### config.mk
export PLATFORM = sky130hd
export DESIGN_NAME = sps_host_flat
export DESIGN_NICKNAME = d
export VERILOG_FILES = /design/src/core/sps_pkg.sv /design/src/core/sps_link_if.sv /design/src/core/sps_host.sv /design/src/flat_wrapper.sv
export SDC_FILE = /design/constraint.sdc
export NUM_CORES = 1
export LEC_CHECK = 0
export ABC_AREA = 1
export BUFFER_PORTS_ARGS = -buffer_cell sky130_fd_sc_hd__buf_2
export CORE_MARGIN = 5
export CORE_UTILIZATION = 45
export CTS_CLUSTER_DIAMETER = 150
export DETAILED_ROUTE_END_ITERATION = 8
export GPL_ROUTABILITY_DRIVEN = 0
export PLACE_DENSITY = 0.7
export RECOVER_POWER = 50
export REMOVE_ABC_BUFFERS = 1
export SLEW_MARGIN = 40
export SYNTH_ARGS = -nofsm -noshare
export SYNTH_HDL_FRONTEND = slang
export SYNTH_SLANG_ARGS = --single-unit
export TNS_END_PERCENT = 20
### constraint.sdc
create_clock -name ref_clk -period 1.6 [get_ports ref_clk]
set_input_delay 0.16 -clock ref_clk [delete_from_list [all_inputs] [get_ports ref_clk]]
set_output_delay 0.16 -clock ref_clk [all_outputs]
set_load 0.01 [all_outputs]
### src/core/sps_pkg.sv
// Package with timing constants and states for the sensor power sequencer
package sps_pkg;
    localparam int CLK_HZ = 50_000_000;
    localparam int RAIL_STEP_US = 100;
    localparam int HARD_RESET_US = 1000;
    localparam int PLL_LOCK_US = 1000;
    localparam int OFF_WAIT_MS = 100;
    localparam int INIT_REF_CLOCKS = 150000;
    localparam int RAIL_STEP_CYC = RAIL_STEP_US * (CLK_HZ / 1_000_000);
    localparam int HARD_RESET_CYC = HARD_RESET_US * (CLK_HZ / 1_000_000);
    localparam int PLL_LOCK_CYC = PLL_LOCK_US * (CLK_HZ / 1_000_000);
    localparam int OFF_WAIT_CYC = OFF_WAIT_MS * (CLK_HZ / 1_000);
    localparam int NUM_RAILS = 5;
    localparam logic [15:0] CTRL_ADDR = 16'h301a;
    localparam int STREAM_BIT = 2;
    localparam int REF_DIV = 2;
    typedef enum logic [1:0] {
        SPS_OFF,
        SPS_INIT,
        SPS_STANDBY,
        SPS_STREAM
    } sps_sensor_e;
endpackage

### src/core/sps_link_if.sv
// Interface joining the host sequencer and the sensor end
`timescale 1ns/100ps
interface sps_link_if;
    logic [4:0] rail_en;
    logic external_ref_clock;
    logic reset_n;
    logic cfg_we;
    logic [15:0] cfg_addr;
    logic [15:0] cfg_wdata;
    logic standby;
    logic init_done;
    logic [11:0] pix_o;
    logic pix_oe_n;
    logic line_end;
    modport host (
        output rail_en, external_ref_clock, reset_n, cfg_we, cfg_addr,
        output cfg_wdata,
        input standby, init_done
    );
    modport sensor (
        input rail_en, external_ref_clock, reset_n, cfg_we, cfg_addr,
        input cfg_wdata,
        output standby, init_done, pix_o, pix_oe_n, line_end
    );
endinterface

### src/core/sps_host.sv
// Host sequencer: rails, reference clock, reset, configuration, shutdown
`timescale 1ns/100ps
module sps_host #(
    parameter int STEP_CYC = sps_pkg::RAIL_STEP_CYC,
    parameter int RESET_CYC = sps_pkg::HARD_RESET_CYC,
    parameter int INIT_CLOCKS = sps_pkg::INIT_REF_CLOCKS,
    parameter int LOCK_CYC = sps_pkg::PLL_LOCK_CYC,
    parameter int OFF_CYC = sps_pkg::OFF_WAIT_CYC
) (
    input wire logic ref_clk,
    input wire logic srst,
    sps_link_if.host link,
    input wire logic power_on,
    output logic powered,
    output logic busy
);
    initial begin
        if (STEP_CYC < 1 || RESET_CYC < 1 || LOCK_CYC < 1 ||
            OFF_CYC < 1 || INIT_CLOCKS < 1)
            $error("sps_host: bad parameter");
    end
    typedef enum logic [3:0] {
        H_IDLE, H_RAIL_UP, H_CLK_ON, H_RESET, H_INIT, H_CONFIG,
        H_LOCK, H_STREAM_ON, H_ON, H_STREAM_OFF, H_WAIT_SB,
        H_RAIL_DN, H_OFF_WAIT
    } sps_host_e;
    sps_host_e state;
    logic [31:0] cnt;
    logic [2:0] rail_idx;
    logic [1:0] div;
    logic clk_run, ref_q;
    // Init wait in host ref_clk cycles covering INIT_CLOCKS periods of the divided clock
    localparam int INIT_CYC = INIT_CLOCKS * sps_pkg::REF_DIV * 2 + 8;
    function automatic logic cnt_done(input logic [31:0] c,
                                      input int lim);
        return c >= 32'(lim - 1);
    endfunction
    // Reference clock from a divider, gated until rails are stable
    always_ff @(posedge ref_clk) begin
        if (srst || !clk_run) begin
            div <= '0;
            ref_q <= 1'b0;
        end else if (div == 2'(sps_pkg::REF_DIV - 1)) begin
            div <= '0;
            ref_q <= !ref_q;
        end else
            div <= div + 2'h1;
    end
    assign link.external_ref_clock = ref_q;
    always_ff @(posedge ref_clk) begin
        if (srst) begin
            state <= H_IDLE;
            cnt <= '0;
            rail_idx <= '0;
            link.rail_en <= '0;
            clk_run <= 1'b0;
            link.reset_n <= 1'b0;
            link.cfg_we <= 1'b0;
            link.cfg_addr <= '0;
            link.cfg_wdata <= '0;
        end else begin
            cnt <= cnt + 32'h1;
            link.cfg_we <= 1'b0;
            unique case (state)
                H_IDLE:
                    if (power_on) begin
                        // PLL rail first, alone
                        link.rail_en <= 5'h01;
                        rail_idx <= 3'h1;
                        cnt <= '0;
                        state <= H_RAIL_UP;
                    end
                H_RAIL_UP:
                    if (cnt_done(cnt, STEP_CYC)) begin
                        cnt <= '0;
                        if (rail_idx == 3'(sps_pkg::NUM_RAILS))
                            state <= H_CLK_ON;
                        else begin
                            link.rail_en[rail_idx] <= 1'b1;
                            rail_idx <= rail_idx + 3'h1;
                        end
                    end
                H_CLK_ON: begin
                    clk_run <= 1'b1;
                    cnt <= '0;
                    state <= H_RESET;
                end
                H_RESET:
                    if (cnt_done(cnt, RESET_CYC)) begin
                        link.reset_n <= 1'b1;
                        cnt <= '0;
                        state <= H_INIT;
                    end
                H_INIT:
                    if (cnt_done(cnt, INIT_CYC) && link.init_done)
                        state <= H_CONFIG;
                H_CONFIG: begin
                    // Settings write with streaming still clear
                    link.cfg_we <= 1'b1;
                    link.cfg_addr <= sps_pkg::CTRL_ADDR;
                    link.cfg_wdata <= '0;
                    cnt <= '0;
                    state <= H_LOCK;
                end
                H_LOCK:
                    if (cnt_done(cnt, LOCK_CYC))
                        state <= H_STREAM_ON;
                H_STREAM_ON: begin
                    link.cfg_we <= 1'b1;
                    link.cfg_addr <= sps_pkg::CTRL_ADDR;
                    link.cfg_wdata <= 16'h1 << sps_pkg::STREAM_BIT;
                    state <= H_ON;
                end
                H_ON:
                    if (!power_on)
                        state <= H_STREAM_OFF;
                H_STREAM_OFF: begin
                    link.cfg_we <= 1'b1;
                    link.cfg_addr <= sps_pkg::CTRL_ADDR;
                    link.cfg_wdata <= '0;
                    cnt <= '0;
                    state <= H_WAIT_SB;
                end
                H_WAIT_SB:
                    // Skip the first cycles while the write lands
                    if (cnt_done(cnt, 8) && link.standby) begin
                        link.reset_n <= 1'b0;
                        clk_run <= 1'b0;
                        rail_idx <= 3'(sps_pkg::NUM_RAILS - 1);
                        state <= H_RAIL_DN;
                    end
                H_RAIL_DN: begin
                    link.rail_en[rail_idx] <= 1'b0;
                    cnt <= '0;
                    if (rail_idx == 3'h0)
                        state <= H_OFF_WAIT;
                    else
                        rail_idx <= rail_idx - 3'h1;
                end
                H_OFF_WAIT:
                    if (cnt_done(cnt, OFF_CYC))
                        state <= H_IDLE;
            endcase
        end
    end
    assign powered = (state == H_ON);
    assign busy = (state != H_IDLE) && (state != H_ON);
endmodule

### src/flat_wrapper.sv
// flat-port wrapper written by rule: the top's interface ports become plain ports
module sps_host_flat 
#(
    parameter int STEP_CYC = sps_pkg::RAIL_STEP_CYC,
    parameter int RESET_CYC = sps_pkg::HARD_RESET_CYC,
    parameter int INIT_CLOCKS = sps_pkg::INIT_REF_CLOCKS,
    parameter int LOCK_CYC = sps_pkg::PLL_LOCK_CYC,
    parameter int OFF_CYC = sps_pkg::OFF_WAIT_CYC
)
  (ref_clk, srst, power_on, powered, busy, link_rail_en, link_external_ref_clock, link_reset_n, link_cfg_we, link_cfg_addr, link_cfg_wdata, link_standby, link_init_done);
  sps_link_if link_i ();
  input wire logic ref_clk;
  input wire logic srst;
  input wire logic power_on;
  output logic powered;
  output logic busy;
  output wire logic [$bits(link_i.rail_en)-1:0] link_rail_en;
  output wire logic [$bits(link_i.external_ref_clock)-1:0] link_external_ref_clock;
  output wire logic [$bits(link_i.reset_n)-1:0] link_reset_n;
  output wire logic [$bits(link_i.cfg_we)-1:0] link_cfg_we;
  output wire logic [$bits(link_i.cfg_addr)-1:0] link_cfg_addr;
  output wire logic [$bits(link_i.cfg_wdata)-1:0] link_cfg_wdata;
  input wire logic [$bits(link_i.standby)-1:0] link_standby;
  input wire logic [$bits(link_i.init_done)-1:0] link_init_done;
  assign link_rail_en = link_i.rail_en;
  assign link_external_ref_clock = link_i.external_ref_clock;
  assign link_reset_n = link_i.reset_n;
  assign link_cfg_we = link_i.cfg_we;
  assign link_cfg_addr = link_i.cfg_addr;
  assign link_cfg_wdata = link_i.cfg_wdata;
  assign link_i.standby = link_standby;
  assign link_i.init_done = link_init_done;
  sps_host #(.STEP_CYC(STEP_CYC), .RESET_CYC(RESET_CYC), .INIT_CLOCKS(INIT_CLOCKS), .LOCK_CYC(LOCK_CYC), .OFF_CYC(OFF_CYC)) u_core (.ref_clk(ref_clk), .srst(srst), .link(link_i), .power_on(power_on), .powered(powered), .busy(busy));
endmodule
* Word-level counts from Yosys, hierarchy flattened
Cells that the tools add are included.
** Word-level totals
- Flip-flop bits (word level) :: 67
- Bits in latches :: 0
- Memory bits (writable) :: 0
- Bits in read-only memories :: 0
- Input bits :: 5
- Output and inout bits :: 42
- Logic and storage cells :: 109
- Memories :: 0
** Operators by class
- Add/subtract/negate cells :: 4
- Multipliers :: 0
- Div/mod/pow operators :: 0
- Magnitude comparators :: 7
- Equality and inequality tests :: 27
- Shifts and indexed selects :: 0
- Mux-type cells :: 33
- Bitwise gates (word level) :: 3
- Reductions and logical operators :: 24
** Operators by type and width (count)
- $pmux W32 S4 :: 1
- $mux W32 :: 3
- $pmux W4 S13 :: 1
- $mux W4 :: 10
- $add A32 B1 Y32 const B :: 1
- $ge A32 B13 Y1 const B :: 1
- $ge A32 B16 Y1 const B :: 1
- $ge A32 B20 Y1 const B :: 1
- $ge A32 B23 Y1 const B :: 1
- $ge A32 B3 Y1 const B :: 1
- $pmux W16 S2 :: 1
- $eq A4 B4 Y1 const B :: 5
- $eq A4 B3 Y1 const B :: 4
- $ne A2 B1 Y1 const B :: 8
- $mux W3 :: 5
- $mux W5 :: 3
- $pmux W5 S3 :: 1
- $pmux W3 S4 :: 1
- $reduce_and A10 Y1 :: 1
- $eq A4 B2 Y1 const B :: 2
- $ne A2 B2 Y1 const B :: 4
- $reduce_bool A4 Y1 :: 2
- $reduce_and A6 Y1 :: 1
- $reduce_bool A2 Y1 :: 3
- other kinds (27) :: 36

* Logic depth before layout (Yosys ltp)
- Depth after elaboration :: 8
- Depth in mapped cells :: 15

* Worst setup path after synthesis
Ideal clock, no wire load.
- Kind :: reg2reg
- Start :: register u_core.cnt[0]
- End :: register u_core.cnt[24]
- Library setup time :: 0.117 ns
- Arrival :: 1.603 ns
- Data required time :: 1.483 ns
- Setup slack :: -0.120 ns
- Stages on the path, launching flop included :: 14
- Cell sequence :: dfxtp_1 -> ha_1 -> nand3_1 -> nand3_1 -> nand2_1 -> nand2_1 -> nand2_1 -> nand3_1 -> inv_1 -> nor3_4 -> nor2_4 -> inv_2 -> buf_6 -> nor2_1
** Between the ends
- Cells in the longest elaborated chain, start to end :: 3
- Elaborated cells on any way between the ends :: 7
- Classes of those cells :: add/sub (1); order compare (2); mux (4)
** Ends and longest elaborated chain
- start, declared :: line sps_host.sv:28 : logic [31:0] cnt;
- start signal, assigned :: line sps_host.sv:62 : cnt <= cnt + 32'h1;
- $add A32 B1 Y32 (tied with other cells) :: line sps_host.sv:62
- $mux W32, on equally long branches :: line sps_host.sv:89, sps_host.sv:66, sps_host.sv:74
- $pmux W32 S4 * :: line sps_host.sv:64 : unique case (state)
Mark *: on every way between the ends. The rest lies on a longest branch, timed or not.
A chain may end at the register's enable or synchronous reset.

* Worst setup path in the final report
- Start :: register u_core.cnt[3]
- End :: register u_core.cnt[21]
Same word-level chain as after synthesis.

==> impl_metrics.json <==
{
  "power_frac_clock_pct": 14.9,
  "ys_seq_area_share_pct": 32.3,
  "fin_hold_ws_ns": 0.171,
  "yosys.area_share.simple_pct": 38.8,
  "final_util_pct": 65.6,
  "grt_pass1_wl_mm": 14.6,
  "hp-class": "in -> reg",
  "cp-start-kind": "register",
  "grt_pass1_vias": 3347,
  "wirelength_mm": 9.00,
  "initial_core_util_pct": 47.0,
  "status": "finished, violations left",
  "synth_ff_type": "dfxtp_1",
  "syn_to_final_growth_pct": 39.8,
  "post-route-period-util_pct": 110,
  "synthArstFlopShare_pct": 0,
  "avgRoutedWirePerCell_um": 12.4,
  "setup_viol": 42,
  "clockBufferDepth": 2,
  "dieArea_um2": 8960,
  "core_um2": 6870,
  "startpoint": "u_core.cnt[3]",
  "drive_above_1_share_pct": 34.5,
  "die_w_um": 94.7,
  "cts_tree": "built",
  "cp_slowest_cell": "dfxtp_2",
  "synth_fa_ha_area_share_pct": 1.40,
  "drv_cap": 0,
  "rr_startpoint": "u_core.cnt[3]",
  "cts_made_buffers": 5,
  "crit_type": "reg -> reg",
  "ys_types": 32,
  "synth_top_family_by_area": "simple AND/OR/NAND/NOR gates",
  "fin_tns_setup_ns": -4.03,
  "cts.clk_slew.worst_paths_ns": 0.10,
  "grtUsageTotal_pct": 20.1,
  "sequentialPowerShare_pct": 32.2,
  "dp_hpwl_mm": 6.31,
  "final_common_cell": "buf_4",
  "drt_iter0_drc": 151,
  "crit_chain": "inv_1, nor2_4, nand2_4, nor3_4, nand4_1, nor2_2, xor2_1, nor2_2",
  "detail-route-antenna-nets": 0,
  "diodes": 0,
  "peakVddDrop_uv": 612,
  "grt_overflow": 0,
  "layout_setup_ws_ns": -0.160,
  "worstSetupEndpointType": "register",
  "cpPeakStageDelay_ns": 0.38,
  "fin_crit_ns": 1.76,
  "power_density_nw_per_um2": 1090,
  "timing.fmax_ghz": 0.568,
  "antenna_found_initial": 0,
  "synthCells": 503,
  "drc": 0,
  "muxShareOfSynthArea_pct": 0,
  "insertion_delay_ns": 0.30,
  "netlist_area_um2": 3230,
  "worstHoldStart": "power_on",
  "cts-root-buf": "clkbuf_8",
  "arrival_ns": 1.96,
  "switching_share_pct": 42.3,
  "io_pins": 47,
  "dieHeight_um": 94.7,
  "numPortBuffers": 20,
  "fin_worst_skew_ns": 0.00711,
  "synth_edf_count": 0,
  "final_cell_mix": "104 x buf_4, 92 x nor2_1, 82 x nand2_1, 50 x inv_1, 45 x dfxtp_1",
  "p_int_mw": 2.84,
  "drv_slew": 0,
  "num_rows": 30,
  "p_comb_share_pct": 52.8,
  "finalHoldViolCount": 0,
  "crit_path_max_fanout": 4,
  "grt_max_degree": 16,
  "leakagePower_nw": 2.06,
  "avgSynthCellArea_um2": 6.41,
  "cts.sinks": 52,
  "crit_top_cell": "nor2_2",
  "synth_warnings": 0,
  "rsz0062_at_grt": "yes",
  "synth_xor_area_share_pct": 6.79,
  "violations": "setup timing",
  "finalNetCount": 639,
  "switchingPower_mw": 2.08,
  "cp.required_ns": 1.80,
  "ys_ff_latch": 52,
  "vias": 3448,
  "avgViaCountPerCell": 4.74,
  "dr.pass1.iters": 4,
  "h-tree-depth": 2,
  "synth_compound_area_share_pct": 5.93
}
-- layout make-up --
cell class | instances | area (µm²)
flip-flops and latches | 52 | 1050
repair buffers | 129 | 927
repair inverters | 2 | 27.5
clock buffers | 5 | 68.8
well taps | 96 | 120
fillers | 602 | 2360
clock inverters | 2 | 12.5
multi-input cells | 384 | 2080
inverters | 57 | 221
-- sequential cells by signal, summed over array words and instances (netlist names) --
name,cells
u_core.clk_run,1
u_core.cnt,32
u_core.div,2
u_core.link.cfg_addr,1
u_core.link.cfg_wdata,1
u_core.link.cfg_we,1
u_core.link.external_ref_clock,1
u_core.link.rail_en,5
u_core.link.reset_n,1
u_core.rail_idx,3
u_core.state,4
-- cells in the mapped netlist, types with 5 or more instances --
cell type | instances | area, µm²
nand2_1 | 102 | 383
dfxtp_1 | 52 | 1040
nand3_1 | 32 | 160
inv_1 | 54 | 203
xnor2_1 | 6 | 52.6
a21oi_1 | 17 | 85.1
nand4_1 | 5 | 31.3
xor2_1 | 19 | 166
nor2_2 | 5 | 31.3
nor2_1 | 118 | 443
o21ai_0 | 14 | 70.1
nor3_1 | 21 | 105
buf_4 | 30 | 225
-- cells by family after synthesis --
| kind of cell | Yosys count |
|---|---|
| AO/OA/AOI/OAI | 36 |
| XOR/XNOR | 25 |
| adder cells (fa/ha/maj) | 3 |
| buffers and inverters | 92 |
| flip-flops | 52 |
| other | 1 |
| AND/OR/NAND/NOR | 294 |
-- critical path, delay by kind of cell (launching register included) --
family                    cells  cell delay [ns]
and+or+nand+nor               6             0.93
DFF                           1             0.38
xor gates and xnor gates      1             0.20
buffers and inverters         1             0.15
-- path summary, 6_finish.rpt --
path | to | slack (ns) | cells past startpoint
hold reg to reg | u_core.link.rail_en[3] | 0.45 | 2
hold / removal | u_core.cnt[28] | 0.17 | 4
setup reg to reg | u_core.cnt[21] | -0.16 | 8
setup / recovery | u_core.cnt[21] | -0.16 | 8
-- power by group through the flow --
stage,registers (mW),clock network (mW),logic (mW)
6_report,1.59,0.735,2.60
5_1_grt,1.61,0.820,2.85
4_1_cts,1.56,0.758,2.25
3_5_place_dp,1.57,0,1.99
3_3_place_gp,1.56,0,1.94
2_1_floorplan,1.60,0,1.13
-- repair_timing --
action,in CTS,in global routing
hold buffers,0,0
cloned,2,0
pin swaps,10,12
setup endpoints to repair,46,45
gates resized for setup,54,53
buffers inserted,7,7
-- layer usage --
layer / track usage (%) / share of wire [%] / vias up
met5: 0 / 0 / -
met4: 5.65 / 1.0 / 0
met3: 2.95 / 4.4 / 11
met2: 35.3 / 50 / 88
met1: 25.5 / 44 / 1574
li1: - / - / 1775
-- through the flow --
step           instances  setup WS (ns)  area [µm²]  power, mW
2_1_floorplan        493         -0.136        3060       2.74
3_3_place_gp         704         -0.269        3990       3.50
3_5_place_dp         704         -0.351        3990       3.56
4_1_cts              720         -0.137        4300       4.57
5_1_grt              727         -0.345        4510       5.28
6_report             727         -0.160        4510       4.93
No activity file was read; power rests on OpenSTA's default activity.
